--- src/logic/cfid_pkg.sv ---
// Constants for the control-flow instruction decoder: codes, fields, reset values.
// Assumes a 16-bit instruction word presented with a valid/ready handshake.
// How it works
// RULE1: push decrements stack pointer, then writes address register into selected entry.
// RULE2: pop loads address register from current entry, then increments stack pointer.
// RULE3: control-file read copies location row 10..8, column 3..0 into window.
// RULE4: control-file write copies window into the addressed control-file location.
// RULE5: peripheral read loads data buffer from peripheral at bits 10..8 and 3..0.
// RULE6: peripheral write sends data buffer to the addressed peripheral register.
// RULE7: jump sets program counter 9..0 from address field; indirect loads from address register.
// RULE8: direct call decrements pointer, saves program counter, loads address field.
// RULE9: indirect call decrements pointer, saves program counter, loads address register.
// RULE10: plain return restores program counter from stack, increments stack pointer.
// RULE11: return with skip acts as return and skips the instruction after.
// RULE12: interrupt return restores counter and live interrupt state, increments pointer.
// RULE13: irq on instruction sets master enable; irq off instruction clears it.
// RULE14: stop decodes at row 010, sub-code 1111, release condition in 3..0.
// RULE15: halt decodes at row 011, sub-code 1111, release condition in 3..0.
// RULE16: no-operation only advances the program counter.
// RULE17: table read takes two instruction cycles; all others take one.
// RULE18: undefined encodings execute as no-operation, leaving all state but the program counter unchanged.
// RULE19: reset clears program counter and master enable, stack pointer to empty.
package cfid_pkg;
  localparam logic [4:0] OP_MISC   = 5'h07;
  localparam logic [4:0] OP_JUMP   = 5'h0C;
  localparam logic [4:0] OP_CALL   = 5'h1C;
  localparam logic [3:0] SUB_TREAD = 4'h1;
  localparam logic [3:0] SUB_CFWR  = 4'h2;
  localparam logic [3:0] SUB_CFRD  = 4'h3;
  localparam logic [3:0] SUB_JIND  = 4'h4;
  localparam logic [3:0] SUB_CIND  = 4'h5;
  localparam logic [3:0] SUB_PERWR = 4'hA;
  localparam logic [3:0] SUB_PERRD = 4'hB;
  localparam logic [3:0] SUB_POP   = 4'hC;
  localparam logic [3:0] SUB_PUSH  = 4'hD;
  localparam logic [3:0] SUB_RET   = 4'hE;
  localparam logic [3:0] SUB_CTRL  = 4'hF;
  localparam logic [2:0] ROW_0     = 3'h0;
  localparam logic [2:0] ROW_1     = 3'h1;
  localparam logic [2:0] ROW_2     = 3'h2;
  localparam logic [2:0] ROW_3     = 3'h3;
  localparam logic [2:0] ROW_4     = 3'h4;
  localparam logic [3:0] LOW_ZERO  = 4'h0;
  localparam int         OP_MSB    = 15;
  localparam int         OP_LSB    = 11;
  localparam int         ROW_MSB   = 10;
  localparam int         ROW_LSB   = 8;
  localparam int         SUB_MSB   = 7;
  localparam int         SUB_LSB   = 4;
  localparam int         ADDR_MSB  = 9;
  localparam int         PC_W      = 10;
  localparam int         WORD_W    = 16;
  localparam int         STACK_DEPTH = 5;
  localparam int         TREAD_CYCLES = 2;
  localparam logic [PC_W-1:0] PC_RESET = 10'h000;
  typedef enum logic [1:0] {
    CFID_EXEC = 2'b01,
    CFID_TBL  = 2'b10
  } cfid_state_t;
endpackage

--- src/logic/cfid_stack_if.sv ---
// Carrier between the decoder core and its address stack.
// Assumes both ends share sys_clk.
interface cfid_stack_if #(
  parameter int WIDTH = 16,
  parameter int SP_W  = 3
);
  logic             push;
  logic             pop;
  logic [WIDTH-1:0] wdata;
  logic [WIDTH-1:0] rdata;
  logic [SP_W-1:0]  stack_pointer;
  modport core  (output push, output pop, output wdata, input rdata, input stack_pointer);
  modport stack (input push, input pop, input wdata, output rdata, output stack_pointer);
endinterface

--- src/logic/cfid_addr_stack.sv ---
// Address stack: flip-flop entries selected by a downward-growing stack pointer.
// Assumes push and pop are never asserted together; overflow simply wraps.
module cfid_addr_stack #(
  parameter int DEPTH = cfid_pkg::STACK_DEPTH,
  parameter int WIDTH = cfid_pkg::WORD_W,
  parameter int SP_W  = 3
) (
  input  wire logic  sys_clk,
  input  wire logic  reset,
  cfid_stack_if.stack sif
);
  logic [SP_W-1:0]  stack_pointer_q;
  logic [SP_W-1:0]  stack_pointer_d;
  logic [SP_W-1:0]  write_idx;
  logic [WIDTH-1:0] entry_q [DEPTH];

  always_comb
  begin
    stack_pointer_d = stack_pointer_q;
    write_idx = stack_pointer_q - SP_W'(1);
    if (sif.push)
      stack_pointer_d = write_idx;                       // [RULE1] [RULE8] [RULE9]
    else if (sif.pop)
      stack_pointer_d = stack_pointer_q + SP_W'(1);      // [RULE2] [RULE10] [RULE12]
  end

  always_ff @(posedge sys_clk)
  begin
    if (reset)
      stack_pointer_q <= SP_W'(DEPTH);                   // [RULE19]
    else
      stack_pointer_q <= stack_pointer_d;
  end

  for (genvar i = 0; i < DEPTH; i++)
  begin : g_entry
    always_ff @(posedge sys_clk)
    begin
      if (sif.push && write_idx == SP_W'(i))
        entry_q[i] <= sif.wdata;
    end
  end

  // An empty or wrapped pointer reads as zero rather than an undefined entry
  assign sif.rdata = (stack_pointer_q < SP_W'(DEPTH)) ? entry_q[stack_pointer_q] : '0;
  assign sif.stack_pointer = stack_pointer_q;
endmodule

--- src/logic/cfid_core.sv ---
// Decoder and executor for stack, control-file, peripheral, branch and control insns.
// Assumes the fetch unit holds insn_word while insn_valid is high and insn_ready low.
module cfid_core #(
  parameter int PC_WIDTH    = cfid_pkg::PC_W,
  parameter int STACK_DEPTH = cfid_pkg::STACK_DEPTH
) (
  input  wire logic        sys_clk,
  input  wire logic        reset,
  input  wire logic [15:0] insn_word,
  input  wire logic        insn_valid,
  output logic             insn_ready,
  output logic [PC_WIDTH-1:0] program_counter,
  output logic [15:0]      address_register,
  input  wire logic [15:0] table_rdata,
  output logic [PC_WIDTH-1:0] table_addr,
  output logic [6:0]       control_file_location,
  input  wire logic [3:0]  control_file_rdata,
  output logic             control_file_wr_en,
  output logic [3:0]       control_file_wdata,
  output logic [3:0]       window_register,
  output logic [6:0]       periph_addr,
  input  wire logic [15:0] periph_rdata,
  output logic             periph_rd_en,
  output logic             periph_wr_en,
  output logic [15:0]      periph_wdata,
  output logic [15:0]      data_buffer,
  output logic             irq_master_enable,
  input  wire logic [3:0]  irq_state_saved,
  output logic [3:0]       irq_state_live,
  output logic             skip_pending,
  output logic             stop_req,
  output logic             halt_req,
  output logic [3:0]       release_cond
);
  localparam int SP_W = $clog2(STACK_DEPTH + 1);

  cfid_stack_if #(.WIDTH(cfid_pkg::WORD_W), .SP_W(SP_W)) sif ();

  cfid_addr_stack #(.DEPTH(STACK_DEPTH), .WIDTH(cfid_pkg::WORD_W), .SP_W(SP_W)) u_stack (
    .sys_clk (sys_clk),
    .reset   (reset),
    .sif     (sif)
  );

  logic [4:0] op;
  logic [2:0] row;
  logic [3:0] sub;
  logic [3:0] low;
  logic       misc;
  logic       fire;
  assign op   = insn_word[cfid_pkg::OP_MSB:cfid_pkg::OP_LSB];
  assign row  = insn_word[cfid_pkg::ROW_MSB:cfid_pkg::ROW_LSB];
  assign sub  = insn_word[cfid_pkg::SUB_MSB:cfid_pkg::SUB_LSB];
  assign low  = insn_word[3:0];
  assign misc = (op == cfid_pkg::OP_MISC);

  cfid_pkg::cfid_state_t state_q, state_d;
  logic [PC_WIDTH-1:0] pc_q, pc_d, pc_next;
  logic [15:0] areg_q, areg_d, dbuf_q, dbuf_d, pwdata_q, pwdata_d;
  logic [3:0]  win_q, win_d, cfw_q, cfw_d, live_q, live_d, rel_q, rel_d;
  logic [6:0]  cfloc_q, cfloc_d, paddr_q, paddr_d;
  logic [PC_WIDTH-1:0] taddr_q, taddr_d;
  logic        ime_q, ime_d, skip_q, skip_d, cfwe_q, cfwe_d, pwe_q, pwe_d, pre_q, pre_d;
  logic        stop_q, stop_d, halt_q, halt_d;
  logic        push, pop;
  logic [15:0] push_data;

  // Only the first cycle of a table read takes an instruction
  assign insn_ready = (state_q == cfid_pkg::CFID_EXEC);   // [RULE17]
  assign fire       = insn_valid && insn_ready;
  assign pc_next    = pc_q + PC_WIDTH'(1);

  always_comb
  begin
    state_d  = state_q;
    pc_d     = pc_q;
    areg_d   = areg_q;
    dbuf_d   = dbuf_q;
    win_d    = win_q;
    live_d   = live_q;
    ime_d    = ime_q;
    skip_d   = skip_q;
    cfloc_d  = cfloc_q;
    cfw_d    = cfw_q;
    paddr_d  = paddr_q;
    pwdata_d = pwdata_q;
    taddr_d  = taddr_q;
    rel_d    = rel_q;
    cfwe_d   = 1'b0;
    pwe_d    = 1'b0;
    pre_d    = 1'b0;
    stop_d   = 1'b0;
    halt_d   = 1'b0;
    push     = 1'b0;
    pop      = 1'b0;
    push_data = areg_q;
    unique case (state_q)
      cfid_pkg::CFID_TBL:
      begin
        dbuf_d  = table_rdata;
        state_d = cfid_pkg::CFID_EXEC;                     // [RULE17]
      end
      cfid_pkg::CFID_EXEC:
      begin
        if (fire && skip_q)
        begin
          // The skipped instruction is consumed like a no-operation
          skip_d = 1'b0;                                   // [RULE11]
          pc_d   = pc_next;
        end
        else if (fire)
        begin
          pc_d = pc_next;                                  // [RULE16] [RULE18]
          if (op == cfid_pkg::OP_JUMP)
            pc_d = insn_word[PC_WIDTH-1:0];                // [RULE7]
          else if (op == cfid_pkg::OP_CALL)
          begin
            push      = 1'b1;
            push_data = 16'(pc_q);
            pc_d      = insn_word[PC_WIDTH-1:0];           // [RULE8]
          end
          else if (misc)
          begin
            unique case (sub)
              cfid_pkg::SUB_PUSH:
                if (row == cfid_pkg::ROW_0 && low == cfid_pkg::LOW_ZERO)
                  push = 1'b1;                             // [RULE1]
              cfid_pkg::SUB_POP:
                if (row == cfid_pkg::ROW_0 && low == cfid_pkg::LOW_ZERO)
                begin
                  areg_d = sif.rdata;                      // [RULE2]
                  pop  = 1'b1;
                end
              cfid_pkg::SUB_CFRD:
              begin
                cfloc_d = {row, low};
                win_d   = control_file_rdata;              // [RULE3]
              end
              cfid_pkg::SUB_CFWR:
              begin
                cfloc_d = {row, low};
                cfw_d   = win_q;
                cfwe_d  = 1'b1;                            // [RULE4]
              end
              cfid_pkg::SUB_PERRD:
              begin
                paddr_d = {row, low};
                pre_d   = 1'b1;
                dbuf_d  = periph_rdata;                    // [RULE5]
              end
              cfid_pkg::SUB_PERWR:
              begin
                paddr_d  = {row, low};
                pwdata_d = dbuf_q;
                pwe_d    = 1'b1;                           // [RULE6]
              end
              cfid_pkg::SUB_JIND:
                if (row == cfid_pkg::ROW_0 && low == cfid_pkg::LOW_ZERO)
                  pc_d = areg_q[PC_WIDTH-1:0];             // [RULE7]
              cfid_pkg::SUB_CIND:
                if (row == cfid_pkg::ROW_0 && low == cfid_pkg::LOW_ZERO)
                begin
                  push      = 1'b1;
                  push_data = 16'(pc_q);
                  pc_d      = areg_q[PC_WIDTH-1:0];        // [RULE9]
                end
              cfid_pkg::SUB_TREAD:
                if (row == cfid_pkg::ROW_0 && low == cfid_pkg::LOW_ZERO)
                begin
                  taddr_d = areg_q[PC_WIDTH-1:0];
                  state_d = cfid_pkg::CFID_TBL;            // [RULE17]
                end
              cfid_pkg::SUB_RET:
                if (low == cfid_pkg::LOW_ZERO &&
                    (row == cfid_pkg::ROW_0 || row == cfid_pkg::ROW_1 ||
                     row == cfid_pkg::ROW_4))
                begin
                  pc_d = sif.rdata[PC_WIDTH-1:0];          // [RULE10]
                  pop  = 1'b1;
                  if (row == cfid_pkg::ROW_1)
                    skip_d = 1'b1;                         // [RULE11]
                  if (row == cfid_pkg::ROW_4)
                    live_d = irq_state_saved;              // [RULE12]
                end
              cfid_pkg::SUB_CTRL:
                unique case (row)
                  cfid_pkg::ROW_0: if (low == cfid_pkg::LOW_ZERO) ime_d = 1'b1;  // [RULE13]
                  cfid_pkg::ROW_1: if (low == cfid_pkg::LOW_ZERO) ime_d = 1'b0;  // [RULE13]
                  cfid_pkg::ROW_2:
                  begin
                    stop_d = 1'b1;                         // [RULE14]
                    rel_d  = low;
                  end
                  cfid_pkg::ROW_3:
                  begin
                    halt_d = 1'b1;                         // [RULE15]
                    rel_d  = low;
                  end
                  default: ;                               // [RULE16] [RULE18]
                endcase
              default: ;                                   // [RULE18]
            endcase
          end
        end
      end
      default: state_d = cfid_pkg::CFID_EXEC;
    endcase
  end

  always_ff @(posedge sys_clk)
  begin
    if (reset)
    begin
      state_q  <= cfid_pkg::CFID_EXEC;
      pc_q     <= PC_WIDTH'(cfid_pkg::PC_RESET);           // [RULE19]
      ime_q    <= 1'b0;                                    // [RULE19]
      areg_q   <= 16'h0000;
      dbuf_q   <= 16'h0000;
      win_q    <= 4'h0;
      live_q   <= 4'h0;
      skip_q   <= 1'b0;
      cfloc_q  <= 7'h00;
      cfw_q    <= 4'h0;
      paddr_q  <= 7'h00;
      pwdata_q <= 16'h0000;
      taddr_q  <= '0;
      rel_q    <= 4'h0;
      cfwe_q   <= 1'b0;
      pwe_q    <= 1'b0;
      pre_q    <= 1'b0;
      stop_q   <= 1'b0;
      halt_q   <= 1'b0;
    end
    else
    begin
      state_q  <= state_d;
      pc_q     <= pc_d;
      ime_q    <= ime_d;
      areg_q   <= areg_d;
      dbuf_q   <= dbuf_d;
      win_q    <= win_d;
      live_q   <= live_d;
      skip_q   <= skip_d;
      cfloc_q  <= cfloc_d;
      cfw_q    <= cfw_d;
      paddr_q  <= paddr_d;
      pwdata_q <= pwdata_d;
      taddr_q  <= taddr_d;
      rel_q    <= rel_d;
      cfwe_q   <= cfwe_d;
      pwe_q    <= pwe_d;
      pre_q    <= pre_d;
      stop_q   <= stop_d;
      halt_q   <= halt_d;
    end
  end

  assign sif.push  = push;
  assign sif.pop   = pop;
  assign sif.wdata = push_data;

  // Read-side address is live so the addressed register answers in the same cycle
  assign control_file_location = fire ? {row, low} : cfloc_q;
  assign periph_addr           = fire ? {row, low} : paddr_q;
  assign table_addr            = taddr_q;
  assign program_counter       = pc_q;
  assign address_register      = areg_q;
  assign control_file_wr_en    = cfwe_q;
  assign control_file_wdata    = cfw_q;
  assign window_register       = win_q;
  assign periph_rd_en          = pre_q;
  assign periph_wr_en          = pwe_q;
  assign periph_wdata          = pwdata_q;
  assign data_buffer           = dbuf_q;
  assign irq_master_enable     = ime_q;
  assign irq_state_live        = live_q;
  assign skip_pending          = skip_q;
  assign stop_req              = stop_q;
  assign halt_req              = halt_q;
  assign release_cond          = rel_q;

  logic is_push, is_pop, is_call, is_irq_on, is_irq_off, is_tread, is_jump, is_cfwr;
  assign is_push  = fire && !skip_q && misc && sub == cfid_pkg::SUB_PUSH &&
                    row == 3'h0 && low == 4'h0;
  assign is_pop   = fire && !skip_q && misc && sub == cfid_pkg::SUB_POP &&
                    row == 3'h0 && low == 4'h0;
  assign is_call  = fire && !skip_q && op == cfid_pkg::OP_CALL;
  assign is_jump  = fire && !skip_q && op == cfid_pkg::OP_JUMP;
  assign is_irq_on  = fire && !skip_q && misc && sub == 4'hF && row == 3'h0 && low == 4'h0;
  assign is_irq_off = fire && !skip_q && misc && sub == 4'hF && row == 3'h1 && low == 4'h0;
  assign is_tread = fire && !skip_q && misc && sub == 4'h1 && row == 3'h0 && low == 4'h0;
  assign is_cfwr  = fire && !skip_q && misc && sub == cfid_pkg::SUB_CFWR;
endmodule

--- config.mk ---
export PLATFORM = sky130hd
export DESIGN_NAME = cfid_core
export DESIGN_NICKNAME = d
export VERILOG_FILES = /design/src/logic/cfid_pkg.sv /design/src/logic/cfid_stack_if.sv /design/src/logic/cfid_addr_stack.sv /design/src/logic/cfid_core.sv
export SDC_FILE = /design/constraint.sdc
export NUM_CORES = 1
export LEC_CHECK = 0
export BUFFER_PORTS_ARGS = -buffer_cell sky130_fd_sc_hd__buf_2
export CAP_MARGIN = 20
export CORE_ASPECT_RATIO = 1.2
export CORE_MARGIN = 2
export CORE_UTILIZATION = 55
export CTS_CLUSTER_SIZE = 16
export DETAILED_ROUTE_END_ITERATION = 7
export PLACE_DENSITY = 0.79
export SETUP_SLACK_MARGIN = 0.5
export SYNTH_ARGS = -nofsm -noshare
export SYNTH_HDL_FRONTEND = slang
export SYNTH_HIERARCHICAL = 1
export SYNTH_SLANG_ARGS = --single-unit
--- constraint.sdc ---
create_clock -name sys_clk -period 5 [get_ports sys_clk]
set_input_delay 0.75 -clock sys_clk [delete_from_list [all_inputs] [get_ports sys_clk]]
set_output_delay 0.75 -clock sys_clk [all_outputs]
set_load 0.005 [all_outputs]
* Yosys cells after proc, flatten, opt, wreduce, memory -nomap -nowiden
Memory sizes are Yosys's and may differ from the RTL's. A register that Yosys moved wholly into a read port is not among the register bits.
Cells that the tools add are included.
** Word-level totals
- Bits in registers :: 110
- Latch bits :: 0
- RAM bits :: 80
- Memory bits (read-only) :: 0
- Bits of input ports :: 59
- Output and inout bits :: 106
- Logic and storage cells :: 198
- Memories kept :: 1
** Operators by class
- Add/sub/neg operators :: 3
- $mul :: 0
- Divide/modulo/power cells :: 0
- Order comparisons :: 1
- Equality and inequality tests :: 34
- Shift-type cells :: 0
- Muxes and demuxes :: 84
- Bitwise logic cells :: 7
- Reduce and logical (&&, ||, !) cells :: 48
** Memories
- u_stack.entry_q :: depth 5, bits a word 16, read ports 1, clocked after memory_dff 1, wr ports 1, RTL line cfid_addr_stack.sv:15 : logic [WIDTH-1:0] entry_q [DEPTH];
** Operator list (number)
- $mux W16 :: 19
- $mux W10 :: 7
- $reduce_or A16 Y1 :: 4
- $reduce_and A7 Y1 :: 7
- $mux W1 :: 44
- $pmux W16 S2 :: 1
- $reduce_and A8 Y1 :: 4
- $eq A4 B4 Y1 const B :: 6
- $mux W3 :: 8
- $pmux W10 S2 :: 1
- $reduce_bool A2 Y1 :: 8
- $mux W7 :: 2
- $eq A3 B2 Y1 const B :: 4
- $ne A2 B2 Y1 const B :: 6
- $reduce_or A2 Y1 :: 6
- $add A10 B1 Y10 const B :: 1
- $reduce_and A10 Y1 :: 1
- $logic_and A1 B1 Y1 :: 9
- $reduce_and A9 Y1 :: 1
- $eq A4 B2 Y1 const B :: 2
- $eq A4 B3 Y1 const B :: 2
- $ne A2 B1 Y1 const B :: 4
- $reduce_or A8 Y1 :: 1
- $not A1 Y1 :: 7
- other kinds (17) :: 22

* Longest topological paths before layout
Gate-level depths: netlist of the first run.
- Word-level depth :: 18
- Depth in mapped cells :: 9
- Gate-level depth less buffers :: 8

* Cells and area by module
Netlist of the first run, hierarchy kept.
** Modules (own cells, without submodules)
- cfid_core :: instances 1, cells each 614, area each 5270.1 um2, seq. area each 2142.1 um2
- cfid_addr_stack :: instances 1, cells each 170, area each 3390.8 um2, seq. area each 2522.4 um2

* Least setup slack after synthesis of the first run
OpenSTA, ideal clock, no wires.
- Path type :: input to register
- From :: input port insn_word[0]
- To :: memory u_stack.entry_q[4][0] (enable)
- Library setup time :: 0.388 ns
- Data arrival time :: 3.158 ns
- Data required time :: 4.612 ns
- Slack :: 1.454 ns
- Stages on the path :: 6
- Path buffers :: 0
- Cells stage by stage :: or4_4 > nor4_4 > nand3_1 > a21boi_0 > nand2_1 > nor2_1
** On the way
- Word-level cells in the longest chain between the ends :: 18
- Elaborated cells on any way between the ends :: 37
- Those cells by class :: 26 x mux; 11 x reduce/logical
** Ends and longest elaborated chain
- start: declaration :: RTL line cfid_core.sv:9 : input wire logic [15:0] insn_word,
- $logic_not A4 Y1 *
- $logic_and A1 B1 Y1 * :: RTL line cfid_core.sv:126, cfid_core.sv:161
- $mux W1 * :: RTL line cfid_core.sv:126, cfid_core.sv:161
- $mux W1 *
- $mux W1 * :: RTL line cfid_core.sv:122 : else if (misc)
- $mux W1 * :: RTL line cfid_core.sv:116 : else if (op == cfid_pkg::OP_CALL)
- $mux W1 * :: RTL line cfid_core.sv:114 : if (op == cfid_pkg::OP_JUMP)
- $mux W1 * :: RTL line cfid_core.sv:111 : else if (fire)
- $mux W1 * :: RTL line cfid_core.sv:105 : if (fire && skip_q)
- $mux W1 * :: RTL line cfid_core.sv:97 : unique case (state_q)
- via push :: RTL line cfid_core.sv:65 : logic push, pop;
- $logic_and A1 B1 Y1 :: RTL line cfid_addr_stack.sv:39 : if (sif.push && write_idx == SP_W'(i))
- $mux W1 :: RTL line cfid_addr_stack.sv:39
- $mux W1 (implied by the code) :: RTL line cfid_addr_stack.sv:40 : entry_q[i] <= sif.wdata;
- $reduce_or A16 Y1 (no line)
- $mux W3 (no line) / $mux W1 (equally long branches) (4 in a row)
- end: declaration :: RTL line cfid_addr_stack.sv:15
The timed path passes the listed nets; every way through them passes the cells marked *.

* Worst setup path after layout of the first run
- From :: register state_q[0]
- To :: output port control_file_location[1]
** On the way
- Word-level cells in the longest chain between the ends :: 3
** Ends and longest elaborated chain
- start: declaration :: RTL line cfid_core.sv:57 : cfid_pkg::cfid_state_t state_q, state_d;
- start signal: assignment :: RTL line cfid_core.sv:214 : state_q <= cfid_pkg::CFID_EXEC;
- start signal: assignment :: RTL line cfid_core.sv:236 : state_q <= state_d;
- $eq A2 B1 Y1 :: RTL line cfid_core.sv:69 : assign insn_ready = (state_q == cfid_pkg::CFID_EXEC);
- $logic_and A1 B1 Y1 :: RTL line cfid_core.sv:70 : assign fire = insn_valid && insn_ready;
- $mux W7 :: RTL line cfid_core.sv:263 : assign control_file_location = fire ? {row, low} : cfloc_q;
- end: declaration :: RTL line cfid_core.sv:16 : output logic [6:0] control_file_location,
Every way passes these cells.

==> flow_results.org, run 1 <==
** GRT
- The number of global-route vias before repair came to 6458.
- Entering global routing, the biggest net connects 84 pins.
- First-pass GRT wire length :: between 30000 and 40000 um
- Congestion Overflow GR :: 0
- Overall fraction of global-route tracks in use :: about a quarter
- The number of antenna violations at the first check in global routing is 0.

** STA
- RSZ-0062 raised after global routing :: false
- Between clock sinks in the finished design, the worst skew comes to ~0.0074 ns.
- Post-layout minimum cycle time :: 3.16 ns
- The number of pins with negative max-slew slack in the final report came to 0.
- Sum of negative setup slack :: 0 ns
- Headroom to the max-slew limit came out at 28.6%.
- Hold Fails Final Rpt :: 0
- Maximum clock frequency :: 317 MHz
- Final period utilization :: 63.1%
- At the pin with the least slew margin, the transition time is 1.06 ns.
- Setup violation total in the final timing report :: 0
- On the final layout, the worst hold slack is 0.450 ns.

** Floorplan
- The die is approximately 120 um wide.
- Initial core utilization :: 55.8%
- Number of placed I/O pins :: 165
- Floorplan die area :: about 0.017 mm^2
- # rows :: 50
- Measured along the y axis, the die boundary spans 141 um.
- Core outline area :: 0.0155 mm^2

** Clock tree
- Clock tree from TritonCTS :: yes
- Clock tree synthesis inserted a total of 17 buffers.
- Clock latency on the worst-skew pair, taken at its later pin, is ~0.44 ns.
- Buffer depth of the longest clock path :: 2
- Clock-pin slew was measured on the worst setup and hold paths at roughly 0.07 ns.
- The cell sitting at the root of the clock tree is a sky130_fd_sc_hd__clkbuf_16.
- Htree depth :: 4
- Count of hold-fix buffers inserted at cts :: 0
- CTS saw 193 sinks.
- The number of setup buffers added after CTS is 0.
- Once the clock tree was built, the resizer swapped 0 gates to a different size.

** Place
- Post-detailed-placement half-perimeter wirelength :: 14000 um
- Routability Congestion :: around 0.87
- Cell area after placement :: roughly 0.0096 mm^2
- Port Buffer Count :: approximately 160
- Including well taps, the total number of placed cells is 1115.

** Detailed routing
- After detailed routing, the average wire length per cell comes to between 15 and 20 um.
- Post-detailed-route count of antenna-violating nets :: 0
- For this run, the detailed router's first-pass iteration total came to 6.
- Iteration-0 DRC Markers :: 601
- Vias after detailed routing :: ~6600
- In the routed layout, each cell is associated on average with a via count of approximately 5.8.
- Wires add up to approximately 21000 um.
- DR DRC count :: 0

** Yosys
- EDFF count, synth :: 80
- Synth Cell Area :: 0.00866 mm^2
- Synth Flop Type :: sky130_fd_sc_hd__dfxtp_1
- Sequential cell area fraction in the yosys report :: 53.9%
- The number of nets handed over by synthesis was approximately 850.
- In this run the biggest area consumer among cell types represents around 28% of the synthesized area.
- Top post-synthesis cells by count :: sky130_fd_sc_hd__dfxtp_1 (113), sky130_fd_sc_hd__nand2_1 (105), sky130_fd_sc_hd__nor2_1 (95)
- Post-synthesis cell count :: 784
- Mean cell area of the mapped netlist :: 11.0 um^2
- Largest cells by area after synthesis :: sky130_fd_sc_hd__edfxtp_1 (28%), sky130_fd_sc_hd__dfxtp_1 (26%), sky130_fd_sc_hd__mux2i_1 (9.1%), sky130_fd_sc_hd__nand2_1 (4.6%), sky130_fd_sc_hd__nor2_1 (4.1%)
- Yosys top cell by area :: sky130_fd_sc_hd__edfxtp_1
- The synthesized netlist contains 62 unique library cells.
- Synth warnings :: 6
- Total of flip-flops plus latches after synthesis :: 193
- For this run, asynchronously set or reset flops after synthesis account for 0%.
- In the post-synthesis netlist, the cell with the most instances is sky130_fd_sc_hd__dfxtp_1.

** Power
- Standby leakage power :: 4.51 nW
- Power density over the cells :: 307 mW/mm^2
- Worst IR Drop VDD :: ~0.19 mV

** Final layout
- Cells with a size suffix above 1 make up 26.8% of the layout.
- Once layout is done, the placed cells without fillers occupy 0.0102 mm^2.
- Number of standard cells in the layout, taps in and fillers out :: ~1100
- Nets@finish :: 995
- The number of antenna diodes in the final layout is 0.
- Synthesis-to-layout area growth :: 18.0%

** Run
- # Max-Cap Violations :: 0

** Setup path
- Data arrival time of the critical path :: 2.41 ns
- Of all nets on the critical path, the largest fanout is 23.
- Kind of end point of the critical path :: primary output
- The critical path is of the reg2out type.
- Required time worst endpoint :: 4.25 ns
- Crit path launch type :: register

** Worst hold path
- The worst hold path belongs to the class reg2reg.

** Outcome
- Status :: finished clean
## layout by cell type, fill, tap and decap left out, types with 3 or more instances in the layout
cell	synthesis	routed
sky130_fd_sc_hd__buf_2	5	163
sky130_fd_sc_hd__dfxtp_1	113	113
sky130_fd_sc_hd__nand2_1	105	105
sky130_fd_sc_hd__nor2_1	95	95
sky130_fd_sc_hd__edfxtp_1	80	80
sky130_fd_sc_hd__mux2i_1	79	79
sky130_fd_sc_hd__a21oi_1	39	39
sky130_fd_sc_hd__mux2_2	26	26
sky130_fd_sc_hd__nor2b_1	20	20
sky130_fd_sc_hd__clkbuf_16	0	17
sky130_fd_sc_hd__nand3_1	13	13
sky130_fd_sc_hd__and2_1	13	13
sky130_fd_sc_hd__buf_4	1	10
sky130_fd_sc_hd__mux4_2	10	10
sky130_fd_sc_hd__a221oi_1	9	9
sky130_fd_sc_hd__and3_1	8	8
sky130_fd_sc_hd__ha_1	8	8
sky130_fd_sc_hd__nor4_1	7	7
sky130_fd_sc_hd__nand3b_1	7	7
sky130_fd_sc_hd__nand2b_1	7	7
sky130_fd_sc_hd__inv_1	7	7
sky130_fd_sc_hd__o21ai_0	7	7
sky130_fd_sc_hd__mux4_1	6	6
sky130_fd_sc_hd__nor3_1	5	5
sky130_fd_sc_hd__a22o_1	5	5
sky130_fd_sc_hd__nand4_1	5	5
sky130_fd_sc_hd__xnor2_1	5	5
sky130_fd_sc_hd__and3b_1	4	4
sky130_fd_sc_hd__a21boi_0	4	4
sky130_fd_sc_hd__a211oi_1	4	4
sky130_fd_sc_hd__clkinv_4	0	4
sky130_fd_sc_hd__nor4_2	3	3
sky130_fd_sc_hd__or3_1	3	3
sky130_fd_sc_hd__a2111oi_0	3	3
sky130_fd_sc_hd__clkinvlp_4	0	3
sky130_fd_sc_hd__inv_8	0	3
## metrics by stage
stage	setup WS (ns)	util (%)	total power [mW]
2_1_floorplan	1.45	-	1.75
5_1_grt	1.69	65.9	3.24
4_1_cts	1.82	65.6	3.16
6_report	1.84	65.9	3.14
3_3_place_gp	1.46	61.8	1.80
3_5_place_dp	1.42	61.8	1.80
## worst paths after layout
kind / start / to / slack [ns] / cells after the start
max: state_q[0]$_SDFFE_PP1P_ / control_file_location[1] / 1.84 / 7
min: table_addr[1]$_SDFFE_PP0P_ / table_addr[1]$_SDFFE_PP0P_ / 0.45 / 2
max reg2reg: state_q[0]$_SDFFE_PP1P_ / paddr_q[6]$_SDFFE_PP0P_ / 2.19 / 6
min reg2reg: table_addr[1]$_SDFFE_PP0P_ / table_addr[1]$_SDFFE_PP0P_ / 0.45 / 2
## final cells by class
class                   instances  area, um^2
fillers                      1303        5290
flip-flops and latches        193        4660
multi-input cells             534        3740
repair buffers                175         933
clock buffers                  17         425
well taps                     208         260
clock inverters                15         174
inverters                       7        26.3
## logic make-up after synthesis
logic type,count (synthesis),synth area share (%)
compound gates,87,6.62
xor+xnor,7,0.708
fa+ha+maj,8,1.16
buf+inv,57,3.05
flops,193,53.9
mux,121,16.9
simple gates,311,17.7
## critical path, stage by stage (launching register included)
cell                      delay (ns)
sky130_fd_sc_hd__dfxtp_1        0.35
sky130_fd_sc_hd__ha_1           0.15
sky130_fd_sc_hd__buf_4          0.32
sky130_fd_sc_hd__nand2_1        0.48
sky130_fd_sc_hd__buf_4          0.38
sky130_fd_sc_hd__nand2_1        0.08
sky130_fd_sc_hd__nand2_1        0.07
sky130_fd_sc_hd__buf_2          0.13
## routing by layer
layer	part of all wire [%]	GRT usage, %	up-vias
li1	-	-	3109
met1	41	31.1	3137
met2	49	42.6	313
met3	7.4	5.95	57
met4	3.3	11.7	0
met5	0	0	-
## sequential cells by signal (all words and copies together), names as in the netlist, 3 cells and up, named ones only
name and flops:
address_register 16, window_register 4, data_buffer 16, cfloc_q 7, program_counter 10, control_file_wdata 4
u_stack/sif.stack_pointer 3, table_addr 10, u_stack/entry_q 80, irq_state_live 4, release_cond 4, periph_wdata 16
paddr_q 7
## report_power, final
| part | switching (mW) | internal [mW] | leakage (nW) |
|---|---|---|---|
| Combinational | 0.0790 | 0.0511 | 2.57 |
| Clock | 0.621 | 0.751 | 0.286 |
| Sequential | 0.00908 | 1.63 | 1.65 |
Power figures use the tool's default switching activity.
==> run 2: changes to the inputs <==
Settings changed: ABC_AREA set to 1, CORE_UTILIZATION 55 to 50, PLACE_DENSITY 0.79 to 0.76.
Clock period 5 ns to 2.7 ns, I/O delays scaled along.
==> run 2 against run 1 <==
Total power is 85% higher. Non-clock buffer count is 19 higher. Critical path type is now reg2reg. Worst hold slack worse by 0.26 ns. Area after synthesis is 0.35% higher. Highest routed layer unchanged. Clock power is 81% higher.
==> flow_results.org, run 2 <==
** Clock tree
- Clock Root Buffer :: sky130_fd_sc_hd__clkbuf_16 (unchanged)
- The CTS sink count came to 193 (unchanged).
- The later-pin clock latency in the skew report was 0.44 ns (about the same).
- Clock slew seen by the registers of the worst setup and hold paths :: 0.07 ns (about the same)
- Count of hold-fix buffers inserted at cts :: 0 (unchanged)
- Buffer depth of the longest clock path :: 2 (unchanged)
- Htree depth :: 4 (unchanged)
- The TritonCTS buffer count came to 17 (unchanged).
- Clock tree from TritonCTS :: yes (unchanged)

** Worst hold path
- Hold Crit Class :: in2reg (was reg2reg)
- The worst min-delay path endpoint is irq_state_live[2]$_SDFFE_PP0P_ (was table_addr[1]$_SDFFE_PP0P_).
- The number of cells traversed by the worst hold path was 3 (was 2).
- Worst hold start :: irq_state_saved[2] (was table_addr[1]$_SDFFE_PP0P_)

** STA
- Max-slew violation total from the final report :: 0 (unchanged)
- The number of hold violations in the final report was 0 (unchanged).
- The setup total negative slack was 0 ns (unchanged).
- Of the available clock period, the critical path in the final layout requires 77.6%.
- After layout, the minimum clock period comes to 2.10 ns.
- PnR worst setup slack :: 0.604 ns (was 1.84 ns)
- Slew HR :: 52.9% (was 28.6%)
- Setup violation total in the final timing report :: 0 (unchanged)
- Fin Hold WS :: 0.192 ns (was 0.450 ns)
- Transition time at the pin with the least slew margin :: 0.705 ns (was 1.06 ns)
- RSZ-0062 raised after global routing :: false (unchanged)
- Maximum clock frequency :: 477 MHz
- The largest clock skew in the final design was 0.0105 ns (was 0.00743 ns).

** Setup path
- Number of cells traversed by the worst register-to-register path :: 10 (was 6)
- The classification of the worst setup path is reg2reg (was reg2out).
- The worst setup path startpoint is state_q[1]$_SDFFE_PP0P_ (was state_q[0]$_SDFFE_PP1P_).
- Required time worst endpoint :: 2.82 ns (was 4.25 ns)
- The endpoint of the lowest-slack register-to-register path is u_stack/entry_q[0][14]$_DFFE_PP_ (was paddr_q[6]$_SDFFE_PP0P_).
- The data arrival time of the critical path came to 2.22 ns (was 2.41 ns).
- Crit path launch type :: register (unchanged)
- The highest net fanout along the worst path is 16 (was 23).
- The reg-to-reg critical path startpoint is state_q[1]$_SDFFE_PP0P_ (was state_q[0]$_SDFFE_PP1P_).
- The register-to-register setup slack was 0.60 ns (was 2.19 ns).
- The sort of element at the end of the critical path was a register (was primary output).

** Yosys
- The proportion of synthesized chip area in sequential cells came to 53.7% (was 53.9%).
- The number of flops mapped to enable cells by yosys came to 80 (unchanged).
- The share of flip-flops with an asynchronous set or reset after synthesis was 0% (unchanged).
- Mean cell area of the mapped netlist :: 8.39 um^2 (was 11.0 um^2)
- The area share of the leading cell type in the synthesized netlist is 27.6% (was 27.7%).
- Largest cells by area after synthesis: sky130_fd_sc_hd__edfxtp_1 (28%), sky130_fd_sc_hd__dfxtp_1 (26%), sky130_fd_sc_hd__nand2_1 (11%), sky130_fd_sc_hd__o21ai_0 (5.4%), sky130_fd_sc_hd__a21oi_1 (4.0%) (was sky130_fd_sc_hd__edfxtp_1 (28%), sky130_fd_sc_hd__dfxtp_1 (26%), sky130_fd_sc_hd__mux2i_1 (9.1%), sky130_fd_sc_hd__nand2_1 (4.6%), sky130_fd_sc_hd__nor2_1 (4.1%)).
- The post-synthesis net count is 1103 (was 851).
- Yosys top cell by area :: sky130_fd_sc_hd__edfxtp_1 (unchanged)
- Netlist cell types :: 41 (was 62)
- The commonest register cell after synthesis is sky130_fd_sc_hd__dfxtp_1 (unchanged).
- Top post-synthesis cells by count :: sky130_fd_sc_hd__nand2_1 (247), sky130_fd_sc_hd__dfxtp_1 (113), sky130_fd_sc_hd__o21ai_0 (94) (was sky130_fd_sc_hd__dfxtp_1 (113), sky130_fd_sc_hd__nand2_1 (105), sky130_fd_sc_hd__nor2_1 (95))
- The number of register bits inferred by synthesis is 193 (unchanged).
- The mapped cell area came to 0.00869 mm^2 (was 0.00866 mm^2).
- Most used standard cell by instance count after synthesis :: sky130_fd_sc_hd__nand2_1 (was sky130_fd_sc_hd__dfxtp_1)
- Post-synthesis cell count :: 1036 (was 784)
- Synth warnings :: 6 (unchanged)

** Final layout
- Nets@finish :: 1266 (was 995)
- Fraction of layout cells with a size suffix above 1 :: 23.3% (was 26.8%)
- Filler cells :: 1477 (was 1303)
- The area added between synthesis and finish came to 19.0% (was 18.0%).
- Most frequent cells in the layout: sky130_fd_sc_hd__nand2_1 (246), sky130_fd_sc_hd__buf_2 (164), sky130_fd_sc_hd__dfxtp_1 (113) (was sky130_fd_sc_hd__buf_2 (163), sky130_fd_sc_hd__dfxtp_1 (113), sky130_fd_sc_hd__nand2_1 (105)).
- The number of flip-flops under the largest register name came to 80 (unchanged).
- Diode insertion count for antenna repair :: 0 (unchanged)
- The most common cell after layout, fill and taps aside is sky130_fd_sc_hd__nand2_1 (was sky130_fd_sc_hd__buf_2).
- Most flops, register :: u_stack/entry_q (unchanged)

** Floorplan
- Die width :: 124 um (was 119 um)
- The top-level I/O count is 165 (unchanged).
- The number of core rows was 52 (was 50).
- The die span in y was 148 um (was 141 um).
- The core area was 0.0169 mm^2 (was 0.0155 mm^2).
- The initial cell density of the core was 51.4% (was 55.8%).
- The area of the die came to 0.0185 mm^2 (was 0.0168 mm^2).

** Outcome
- Status: finished clean (unchanged).

** Place
- The number of input and output port buffers inserted is 164 (unchanged).
- Setup slack at placement :: 0.245 ns (was 1.42 ns)
- Routability Congestion :: 0.917 (was 0.873)
- Post-detailed-placement half-perimeter wirelength :: 15600 um (was 14000 um)

** Detailed routing
- The number of iterations in the first detailed-routing pass came to 6 (unchanged).
- The routed wire length per instance was 15.6 um (was 18.3 um).
- The ratio of routed vias to standard cells is 5.36 (was 5.76).
- The first-iteration detailed-routing DRC count was 577 (was 601).
- DR DRC count :: 0 (unchanged)
- Total wirelength of the detailed-routed design :: 22300 um (was 21100 um)
- Vias after detailed routing :: 7647 (was 6616)
- Post-detailed-route count of antenna-violating nets :: 0 (unchanged)

** GRT
- The wire length of the first global-routing pass came to 35700 um (was 33200 um).
- Antenna violations before repair :: 0 (unchanged)
- The largest net degree at the start of global routing was 48 (was 84).
- Busiest grt layer :: met2 (unchanged)
- The final global-route overflow total was 0 (unchanged).
- The global routing usage on met1 was 29.4% (was 31.1%).
- Met3 usage in global routing :: 6.04% (was 5.95%)
- Overall fraction of global-route tracks in use :: 24.0% (was 25.3%)
- Met2 usage :: 41.1% (was 42.6%)
- Vias in the first global route :: 7189 (was 6458)

** Power
- The static leakage came to 4.65 nW (was 4.51 nW).
- The maximum vdd ir drop came to 0.437 mV (was 0.192 mV).
- Power density over the cells :: 563 mW/mm^2 (was 307 mW/mm^2)

** Run
- # Max-Cap Violations :: 0 (unchanged)
[run 2: changes by cell type after synthesis, moves of 20 or more]
cell	change
sky130_fd_sc_hd__nand2_1	+142
sky130_fd_sc_hd__o21ai_0	+87
sky130_fd_sc_hd__mux2i_1	-79
sky130_fd_sc_hd__inv_1	+68
sky130_fd_sc_hd__nand3_1	+45
sky130_fd_sc_hd__o21ai_1	+32
sky130_fd_sc_hd__a21oi_1	+31
sky130_fd_sc_hd__mux2_2	-26
sky130_fd_sc_hd__nor3_1	+23
sky130_fd_sc_hd__nor2b_1	-20
[run 2: area by class of cell]
cell class                 count  area, um^2  share of cell area, %
sequential                   193        4660                   45.1
multi-input combinational    705        3390                   32.8
timing repair buffer         194        1090                   10.5
clock buffer                  18         439                   4.25
inverter                      88         342                   3.30
tap                          216         270                   2.61
clock inverter                14         148                   1.43
[run 2: logic make-up after synthesis]
family	after synthesis	synth area share (%)
simple gates	464	22.9
compound gates	225	14.1
flops	193	53.7
buf+inv	138	7.30
xor+xnor	8	0.806
fa+ha+maj	8	1.15
[run 2: critical path: stages, from the launching register on]
cell and delay, ns:
sky130_fd_sc_hd__dfxtp_1 0.30, sky130_fd_sc_hd__inv_1 0.06, sky130_fd_sc_hd__ha_1 0.18, sky130_fd_sc_hd__nand2_2 0.07, sky130_fd_sc_hd__inv_2 0.16, sky130_fd_sc_hd__o211ai_1 0.16, sky130_fd_sc_hd__a21oi_2 0.18, sky130_fd_sc_hd__buf_4 0.17
sky130_fd_sc_hd__nand2_2 0.09, sky130_fd_sc_hd__nor2_1 0.17, sky130_fd_sc_hd__buf_6 0.24
[run 2: worst max path at each step]
stage | to | cells past startpoint
global placement | u_stack/entry_q[0][15]$_DFFE_PP_ | 11
detailed placement | u_stack/entry_q[0][10]$_DFFE_PP_ | 11
finish | u_stack/entry_q[0][14]$_DFFE_PP_ | 10
CTS | register | 10
global route | u_stack/entry_q[0][13]$_DFFE_PP_ | 10
floorplan | u_stack/entry_q[3][0]$_DFFE_PP_ | 9
[run 2: routing by layer]
layer  up-vias  wire length [um]
met2       294             11300
met4         0               529
met5         -                 0
li1       3781                 -
met3        41              1570
met1      3531              8970
[run 2: what timing repair did]
item	in CTS	in global routing
pin swaps	1	2
cloned	0	0
resized for setup	2	6
endpoints found under the setup margin	55	114
setup buffers	2	4
[run 2: stage by stage]
step / util [%] / instance area, um^2 / instances / total power [mW]
final: 61.1 / 10300 / 1428 / 5.83
after global routing: 61.1 / 10300 / 1428 / 6.04
after CTS: 60.9 / 10300 / 1424 / 5.87
after detailed placement: 57.2 / 9680 / 1390 / 3.41
after global placement: 57.2 / 9680 / 1390 / 3.40
after floorplan: - / 8690 / 1036 / 3.28
[run 2: report_power, final]
part	internal (mW)	switching [mW]	total, mW
clock network	1.33	1.15	2.48
logic	0.110	0.187	0.297
registers	3.03	0.0208	3.05
